==> src/occg_pkg.sv <==
package occg_pkg;

    // clock and timing
    localparam int CLK_MHZ        = 100;
    localparam int WAKE_US        = 60;
    localparam int WAKE_XTAL_OSC  = 992;
    localparam int WAKE_OTHER_OSC = 224;

    // register indices (byte address is four times the index)
    localparam logic [9:0] IDX_TUNE   = 10'h096;
    localparam logic [9:0] IDX_DIVIDE = 10'h097;
    localparam logic [9:0] IDX_STATUS = 10'h098;

    // tune register layout, tune and divide register values after reset
    localparam int        TUNE_EN_BIT  = 6;
    localparam int        TUNE_W       = 6;
    localparam logic [6:0] TUNE_FACTORY = 7'h20;
    localparam logic [7:0] DIVIDE_RESET = 8'h00;

    // status register layout
    localparam int STAT_SRC_LSB  = 0;
    localparam int STAT_RUN_BIT  = 4;
    localparam int STAT_CKO_BIT  = 5;
    localparam int STAT_PCLK_BIT = 6;

    // nonvolatile oscillator source selection
    typedef enum logic [2:0] {
        SRC_XTAL_LOW,
        SRC_XTAL_MED,
        SRC_XTAL_HIGH,
        SRC_RC,
        SRC_WDOG,
        SRC_EXT
    } occg_src_t;

    typedef enum logic [1:0] {
        WAKE_COUNT_OSC,
        WAKE_COUNT_TIME,
        WAKE_RUN
    } occg_wake_t;

endpackage

==> src/occg_tune_if.sv <==
interface occg_tune_if;
    logic       wrEn;
    logic [6:0] wrData;
    logic [6:0] tune;

    modport ctrl (output wrEn, output wrData, input tune);
    modport store (input wrEn, input wrData, output tune);
endinterface

==> src/occg_clock_gen.sv <==
// Register access over Wishbone is this design's own decision.
module occg_clock_gen #(
    parameter int WAKE_CYCLES = occg_pkg::WAKE_US * occg_pkg::CLK_MHZ
) (
    // clock and resets
    input  wire logic        clk,
    input  wire logic        rst_b,
    input  wire logic        porRst_b,
    // nonvolatile configuration and system
    input  wire logic [2:0]  cfgSource,
    input  wire logic        rtcUsesCrystal,
    input  wire logic        wakeReq,
    // oscillator sources
    input  wire logic        crystalClock,
    input  wire logic        rcOscillatorClock,
    input  wire logic        watchdogOscClock,
    input  wire logic        crystalInputPin,
    // wishbone slave
    input  wire logic        wb_cyc_i,
    input  wire logic        wb_stb_i,
    input  wire logic        wb_we_i,
    input  wire logic [11:0] wb_adr_i,
    input  wire logic [3:0]  wb_sel_i,
    input  wire logic [31:0] wb_dat_i,
    output logic      [31:0] wb_dat_o,
    output logic             wb_ack_o,
    // clock enables and analog controls
    output logic             cpuCoreClockEn,
    output logic             periphClock,
    output logic             machineCycleEn,
    output logic [5:0]       rcTune,
    output logic [1:0]       crystalSpeed,
    output logic             crystalEnable,
    // crystal output pin
    output logic             crystalOutputPin,
    output logic             crystalOutputOe_b
);

    typedef struct packed {
        // configuration
        logic                 cfgLoaded;
        occg_pkg::occg_src_t  srcSel;

        // input synchronisers and edge detect
        logic [4:0]           sync1;
        logic [4:0]           sync2;
        logic                 oscPrev;

        // cpu clock divider
        logic [7:0]           divN;
        logic [8:0]           divCnt;

        // wake-up timer
        occg_pkg::occg_wake_t wake;
        logic [9:0]           wakeOsc;
        logic [15:0]          wakeTime;

        // derived clock enables
        logic                 cpuTick;
        logic                 periphClk;
        logic                 mcPhase;
        logic                 machineCycle;

        // clock output pin
        logic                 clkOut;
        logic                 clkOutOe_b;

        // analog controls
        logic [5:0]           tuneOut;
        logic [1:0]           speed;
        logic                 xtalEn;

        // bus answer
        logic                 ack;
        logic [31:0]          datO;
    } occg_state_t;

    occg_state_t s_r;
    occg_state_t s_nxt;

    occg_tune_if tuneBus ();

    occg_tune_reg u_tune (
        .clk      (clk),
        .porRst_b (porRst_b),
        .tuneBus  (tuneBus.store)
    );

    logic [4:0] rawIn;
    assign rawIn = {rtcUsesCrystal, crystalInputPin, watchdogOscClock,
                    rcOscillatorClock, crystalClock};

    logic       oscLevel;
    logic       oscTick;
    logic       xtalSrc;
    logic       cloAvail;
    logic [8:0] divEnd;
    logic       divTick;
    logic       access;
    logic [9:0] regIdx;
    logic [9:0] wakeTarget;
    logic       wakeOscDone;
    logic       wakeTimeDone;
    logic       regWrite;
    logic       tuneHit;
    logic       divHit;
    logic       statHit;

    occg_pkg::occg_src_t cfgDecoded;

    always_comb begin
        s_nxt = s_r;
        s_nxt.sync1 = rawIn;
        s_nxt.sync2 = s_r.sync1;

        // unused source codes fall back to the low-speed crystal
        case (cfgSource)
            3'h0:    cfgDecoded = occg_pkg::SRC_XTAL_LOW;
            3'h1:    cfgDecoded = occg_pkg::SRC_XTAL_MED;
            3'h2:    cfgDecoded = occg_pkg::SRC_XTAL_HIGH;
            3'h3:    cfgDecoded = occg_pkg::SRC_RC;
            3'h4:    cfgDecoded = occg_pkg::SRC_WDOG;
            3'h5:    cfgDecoded = occg_pkg::SRC_EXT;
            default: cfgDecoded = occg_pkg::SRC_XTAL_LOW;
        endcase

        // capture configuration once after reset release
        if (!s_r.cfgLoaded) begin
            s_nxt.cfgLoaded = 1'b1;
            s_nxt.srcSel    = cfgDecoded;
        end

        xtalSrc = (s_r.srcSel == occg_pkg::SRC_XTAL_LOW) ||
                  (s_r.srcSel == occg_pkg::SRC_XTAL_MED) ||
                  (s_r.srcSel == occg_pkg::SRC_XTAL_HIGH);

        // oscillator clock mux
        case (s_r.srcSel)
            occg_pkg::SRC_RC:   oscLevel = s_r.sync2[1];
            occg_pkg::SRC_WDOG: oscLevel = s_r.sync2[2];
            occg_pkg::SRC_EXT:  oscLevel = s_r.sync2[3];
            default:            oscLevel = s_r.sync2[0];
        endcase
        s_nxt.oscPrev = oscLevel;
        oscTick = oscLevel && !s_r.oscPrev && s_r.cfgLoaded;

        // crystal speed range and amplifier enable
        s_nxt.xtalEn = xtalSrc || s_r.sync2[4];
        case (s_r.srcSel)
            occg_pkg::SRC_XTAL_MED:  s_nxt.speed = 2'h1;
            occg_pkg::SRC_XTAL_HIGH: s_nxt.speed = 2'h2;
            default:                 s_nxt.speed = 2'h0;
        endcase

        // divide by 2*N, N=0 passes undivided
        divEnd  = {s_r.divN, 1'b0} - 9'h001;
        divTick = 1'b0;
        if (oscTick) begin
            if (s_r.divN == 8'h00 || s_r.divCnt >= divEnd) begin
                s_nxt.divCnt = 9'h000;
                divTick      = 1'b1;
            end else begin
                s_nxt.divCnt = s_r.divCnt + 9'h001;
            end
        end

        // wake-up timer
        wakeTarget = xtalSrc ? 10'(occg_pkg::WAKE_XTAL_OSC)
                             : 10'(occg_pkg::WAKE_OTHER_OSC);
        wakeOscDone  = (s_r.wakeOsc >= wakeTarget - 10'h001);
        wakeTimeDone = (s_r.wakeTime >= 16'(WAKE_CYCLES - 1));
        case (s_r.wake)
            occg_pkg::WAKE_COUNT_OSC: begin
                if (oscTick) begin
                    if (wakeOscDone) begin
                        s_nxt.wake    = occg_pkg::WAKE_COUNT_TIME;
                        s_nxt.wakeOsc = 10'h000;
                    end else begin
                        s_nxt.wakeOsc = s_r.wakeOsc + 10'h001;
                    end
                end
            end
            occg_pkg::WAKE_COUNT_TIME: begin
                if (wakeTimeDone) begin
                    s_nxt.wake     = occg_pkg::WAKE_RUN;
                    s_nxt.wakeTime = 16'h0000;
                end else begin
                    s_nxt.wakeTime = s_r.wakeTime + 16'h0001;
                end
            end
            default: begin
                s_nxt.wake = occg_pkg::WAKE_RUN;
            end
        endcase
        if (wakeReq) begin
            s_nxt.wake     = occg_pkg::WAKE_COUNT_OSC;
            s_nxt.wakeOsc  = 10'h000;
            s_nxt.wakeTime = 16'h0000;
        end

        // cpu clock gated until wake completes
        s_nxt.cpuTick      = divTick && (s_r.wake == occg_pkg::WAKE_RUN);
        s_nxt.machineCycle = 1'b0;
        if (s_r.cpuTick) begin
            s_nxt.periphClk    = !s_r.periphClk;
            s_nxt.mcPhase      = !s_r.mcPhase;
            s_nxt.machineCycle = s_r.mcPhase;
        end

        // clock output on crystal output pin
        cloAvail = !xtalSrc && !s_r.sync2[4] &&
                   tuneBus.tune[occg_pkg::TUNE_EN_BIT];
        s_nxt.clkOutOe_b = !cloAvail;
        if (!cloAvail) begin
            s_nxt.clkOut = 1'b0;
        end else if (s_r.cpuTick) begin
            s_nxt.clkOut = !s_r.clkOut;
        end

        s_nxt.tuneOut = tuneBus.tune[occg_pkg::TUNE_W-1:0];

        // wishbone slave, one wait state
        access   = wb_cyc_i && wb_stb_i && !s_r.ack;
        regIdx   = wb_adr_i[11:2];
        regWrite = access && wb_we_i && wb_sel_i[0];
        tuneHit  = 1'b0;
        divHit   = 1'b0;
        statHit  = 1'b0;
        if (regIdx == occg_pkg::IDX_TUNE) begin
            tuneHit = 1'b1;
        end else if (regIdx == occg_pkg::IDX_DIVIDE) begin
            divHit = 1'b1;
        end else if (regIdx == occg_pkg::IDX_STATUS) begin
            statHit = 1'b1;
        end

        // writes land on the edge that takes the request
        tuneBus.wrEn   = regWrite && tuneHit;
        tuneBus.wrData = wb_dat_i[6:0];
        if (regWrite && divHit) begin
            s_nxt.divN = wb_dat_i[7:0];
        end

        // read data stands only in the acknowledge cycle
        s_nxt.ack  = access;
        s_nxt.datO = 32'h0000_0000;
        if (access && tuneHit) begin
            s_nxt.datO[6:0] = tuneBus.tune;
        end else if (access && divHit) begin
            s_nxt.datO[7:0] = s_r.divN;
        end else if (access && statHit) begin
            s_nxt.datO[occg_pkg::STAT_SRC_LSB +: 3] = s_r.srcSel;
            s_nxt.datO[occg_pkg::STAT_RUN_BIT]      = (s_r.wake == occg_pkg::WAKE_RUN);
            s_nxt.datO[occg_pkg::STAT_CKO_BIT]      = !s_r.clkOutOe_b;
            s_nxt.datO[occg_pkg::STAT_PCLK_BIT]     = s_r.periphClk;
        end
    end

    always_ff @(posedge clk or negedge rst_b) begin
        if (!rst_b) begin
            s_r            <= '0;
            s_r.srcSel     <= occg_pkg::SRC_XTAL_LOW;
            s_r.wake       <= occg_pkg::WAKE_COUNT_OSC;
            s_r.divN       <= occg_pkg::DIVIDE_RESET;
            s_r.clkOutOe_b <= 1'b1;
        end else begin
            s_r <= s_nxt;
        end
    end

    assign wb_dat_o          = s_r.datO;
    assign wb_ack_o          = s_r.ack;
    assign cpuCoreClockEn    = s_r.cpuTick;
    assign periphClock       = s_r.periphClk;
    assign machineCycleEn    = s_r.machineCycle;
    assign rcTune            = s_r.tuneOut;
    assign crystalSpeed      = s_r.speed;
    assign crystalEnable     = s_r.xtalEn;
    assign crystalOutputPin  = s_r.clkOut;
    assign crystalOutputOe_b = s_r.clkOutOe_b;

endmodule

==> src/occg_tune_reg.sv <==
module occg_tune_reg (
    // clock and power-on reset
    input  wire logic  clk,
    input  wire logic  porRst_b,
    // register access
    occg_tune_if.store tuneBus
);

    typedef struct packed {
        logic [6:0] tune;
    } occg_tune_state_t;

    occg_tune_state_t s_r;
    occg_tune_state_t s_nxt;

    always_comb begin
        s_nxt = s_r;
        if (tuneBus.wrEn) begin
            s_nxt.tune = tuneBus.wrData;
        end
    end

    // only power-on reset reloads the factory value
    always_ff @(posedge clk or negedge porRst_b) begin
        if (!porRst_b) begin
            s_r <= occg_pkg::TUNE_FACTORY;
        end else begin
            s_r <= s_nxt;
        end
    end

    assign tuneBus.tune = s_r.tune;

endmodule

==> config.mk <==
export PLATFORM = sky130hd
export DESIGN_NAME = occg_clock_gen
export DESIGN_NICKNAME = d
export VERILOG_FILES = /design/src/occg_pkg.sv /design/src/occg_tune_if.sv /design/src/occg_clock_gen.sv /design/src/occg_tune_reg.sv
export SDC_FILE = /design/constraint.sdc
export NUM_CORES = 1
export LEC_CHECK = 0
export ABC_AREA = 1
export BUFFER_PORTS_ARGS = -buffer_cell sky130_fd_sc_hd__buf_2
export CORE_MARGIN = 2
export CORE_UTILIZATION = 45
export CTS_BUF_LIST = sky130_fd_sc_hd__clkbuf_16
export DETAILED_ROUTE_END_ITERATION = 10
export GPL_ROUTABILITY_DRIVEN = 0
export PLACE_DENSITY = 0.75
export SKIP_CTS_REPAIR_TIMING = 1
export SLEW_MARGIN = 20
export SYNTH_ARGS = -nofsm -noshare
export SYNTH_HDL_FRONTEND = slang
export SYNTH_SLANG_ARGS = --single-unit
==> constraint.sdc <==
create_clock -name clk -period 6.1 [get_ports clk]
set_input_delay 0.305 -clock clk [delete_from_list [all_inputs] [get_ports clk]]
set_output_delay 0.305 -clock clk [all_outputs]
set_load 0.01 [all_outputs]
==> qor.csv <==
stage,metric,value,unit
outcome,status,finished with violations,
outcome,violations,negative hold slack,
sta,drv_slew,0,
pwr,irDropWorstVdd,123,uV
critical_path,reg2reg_to,s_r[78],
die,die-width,108,um
sta,setup_viol,0,
detailed_routing,wirelength,9.79,mm
global_routing,grtUsageTotal,0.179,
pwr,p_leak,2.87,nW
pwr,power.density,252,mW/mm2
critical_path,worstRegToRegCells,11,
sta,rsz0062_at_grt,no,
global_routing,grt_overflow,0,
global_routing,grt_pass1_vias,3664,
yosys,synthCells,584,
layout,final_area,0.00543,mm2
yosys,yosys_warnings,0,
detailed_routing,drtIter0Drc,135,
sta,clock.fmax,384,MHz
global_routing,grt_first_pass_wirelength,16.6,mm
sta,clock-skew-final,0.00660,ns
sta,worst_slew_pin_slew,0.748,ns
placement,dp_hpwl,7.06,mm
critical_path,critical_path.endpoint_type,flop,
detailed_routing,vias,3849,
yosys,ys_types,40,
critical_path,worstSetupStartpoint,s_r[87],
clock_network,numClockSinks,91,
placement,postPlaceCellArea,0.00511,mm2
detailed_routing,ant_nets,0,
yosys,async_reset_ff_frac,1.00,
detailed_routing,wire_per_inst,12.7,um
detailed_routing,first_pass_iters,4,
yosys,postSynthAreaPerCell,8.41,um2
die,dieArea,0.0118,mm2
global_routing,grt_max_degree,85,
yosys,synth-seq-cells,91,
sta,fin_crit,2.60,ns
yosys,synth_edf_count,0,
layout,n_antenna_cell,0,
detailed_routing,viasPerCell,4.98,
pwr,fin_total_pwr,1.37,mW
clock_network,cts.path.max_buffers,2,
critical_path,worstPathArrival,2.87,ns
sta,hold-worst-slack,-0.0217,ns
critical_path,worstReg2RegStart,s_r[87],
yosys,synth_area_leaders,"dfrtp_1 (45%), nand2_1 (9.9%), buf_4 (6.1%)",
sta,relSlewSlack,0.501,
yosys,synth_top_area_cell,dfrtp_1,
die,start_util,0.457,
critical_path,crit_type,flop to flop,
critical_path,ff2ff_setup_slack,3.50,ns
yosys,yosysMostFrequentCell,nand2_1,
run,maxCapViolations,0,
placement,dp.cells,757,
critical_path,critPathMaxFanout,6,
yosys,netlist_area,0.00491,mm2
yosys,synth_flop_cell,dfrtp_1,
layout,fin_cells,773,
layout,area_delta_synth_final,10.6,%
clock_network,insertion_delay,0.34,ns
sta,hold_viol,11,
die,core.rowCount,38,
clock_network,tritoncts,yes,
layout,drive_above_1_share,0.163,
layout,utilization,0.506,
sta,tns,0,ns
global_routing,antenna_found_initial,0,
critical_path,crit_end,s_r[78],
yosys,synth.yosys.seq_area_share,0.464,
placement,io_buffers,56,
worst_hold_path,hold_class,input port to async pin,
critical_path,startpoint_type,flop,
clock_network,htree_num_levels,3,
sta,period_share,0.426,
clock_network,cts-root-buf,clkbuf_16,
die,ios,110,
yosys,synth_common_cells,"nand2_1 (129), dfrtp_1 (89), inv_1 (67), nor2_1 (62), nand3_1 (50)",
clock_network,clk_pin_slew,0.06,ns
layout,fin_nets,706,
die,die_h,108,um
clock_network,numCtsBuffers,9,
die,coreArea,0.0107,mm2
critical_path,cp_data_required_time,6.37,ns
yosys,synth.top_cell.area_share,0.454,
detailed_routing,post-route-drc-count,0,
per-stage QoR:
stage                     setup WS, ns  hold slack [ns]
after floorplan                   3.96          0.00941
after global placement            3.66            0.146
final                             3.50          -0.0217
after global routing              3.18           0.0618
after CTS                         3.49           -0.213
after detailed placement          3.57            0.151
kinds of logic (layout without fill, tap and decap cells):
family / Yosys count / in the layout / share of synthesized area
buf+inv: 117 / 143 / 0.124
other cells: 2 / 25 / 0.00153
simple gates: 286 / 286 / 0.268
flops: 91 / 91 / 0.464
compound gates: 53 / 53 / 0.0693
xor+xnor: 21 / 21 / 0.0375
fa+ha+maj: 14 / 14 / 0.0357
placed cells by master (no fill, tap or decap), types with 9 or more instances in the layout:
cell | synthesis | routed
nand2_1 | 129 | 129
dfrtp_1 | 89 | 89
inv_1 | 67 | 68
nor2_1 | 62 | 62
buf_2 | 4 | 55
nand3_1 | 50 | 50
conb_1 | 2 | 25
nand4_1 | 15 | 15
ha_1 | 14 | 14
xor2_1 | 13 | 13
o21ai_1 | 13 | 13
a21oi_1 | 11 | 11
clkbuf_16 | 0 | 9
final cells by class:
| class | count | area [um2] |
|---|---|---|
| clock buffers | 9 | 225 |
| clock inverters | 6 | 82.6 |
| fillers | 1032 | 5310 |
| inverters | 71 | 267 |
| multi-input cells | 399 | 2110 |
| flip-flops and latches | 91 | 2280 |
| well taps | 140 | 175 |
| repair buffers | 57 | 297 |
layer usage:
metal  up-vias  global-route usage  share of wire
met5         -                   0              0
met2        87               0.297           0.51
met4         0              0.0815          0.021
li1       1905                   -              -
met3        19              0.0362          0.036
met1      1838               0.224           0.44
state kept, by name (all words and copies together), names as in the netlist, 2 cells and up:
name	cells
rcTune	6
u_tune.tuneBus.tune	7
wb_dat_o	8
s_nxt	5
s_r	56
crystalSpeed	2
where the power goes:
part | internal, mW | leakage [nW] | total, mW | switching [mW]
sequential | 0.627 | 1.22 | 0.654 | 0.0270
combinational | 0.0424 | 1.50 | 0.135 | 0.0924
clock | 0.354 | 0.156 | 0.578 | 0.224
how the worst min path moves through the flow:
| stage | from | end | slack (ns) | cells after the start |
|---|---|---|---|---|
| global route | rcOscillatorClock | s_nxt[95] | 0.06 | 1 |
| floorplan | rst_b | cpuCoreClockEn | 0.009 | 0 |
| detailed placement | porRst_b | u_tune.tuneBus.tune[1] | 0.15 | 1 |
| CTS | porRst_b | u_tune.tuneBus.tune[4] | -0.21 | 1 |
| global placement | porRst_b | u_tune.tuneBus.tune[2] | 0.15 | 1 |
| finish | rst_b | s_r[58] | -0.02 | 1 |
worst max-delay path, cell delays in order (launching register included):
cell and delay (ns):
dfrtp_1 0.46, nor3_1 0.39, nand3b_1 0.19, nor3_1 0.21, xor2_1 0.18, ha_1 0.26
a21o_1 0.16, nor2_1 0.13, nand4_1 0.19, nand2_1 0.13, clkinv_1 0.12, nor2_1 0.11
Note: power is estimated with default switching activity, not from simulation.
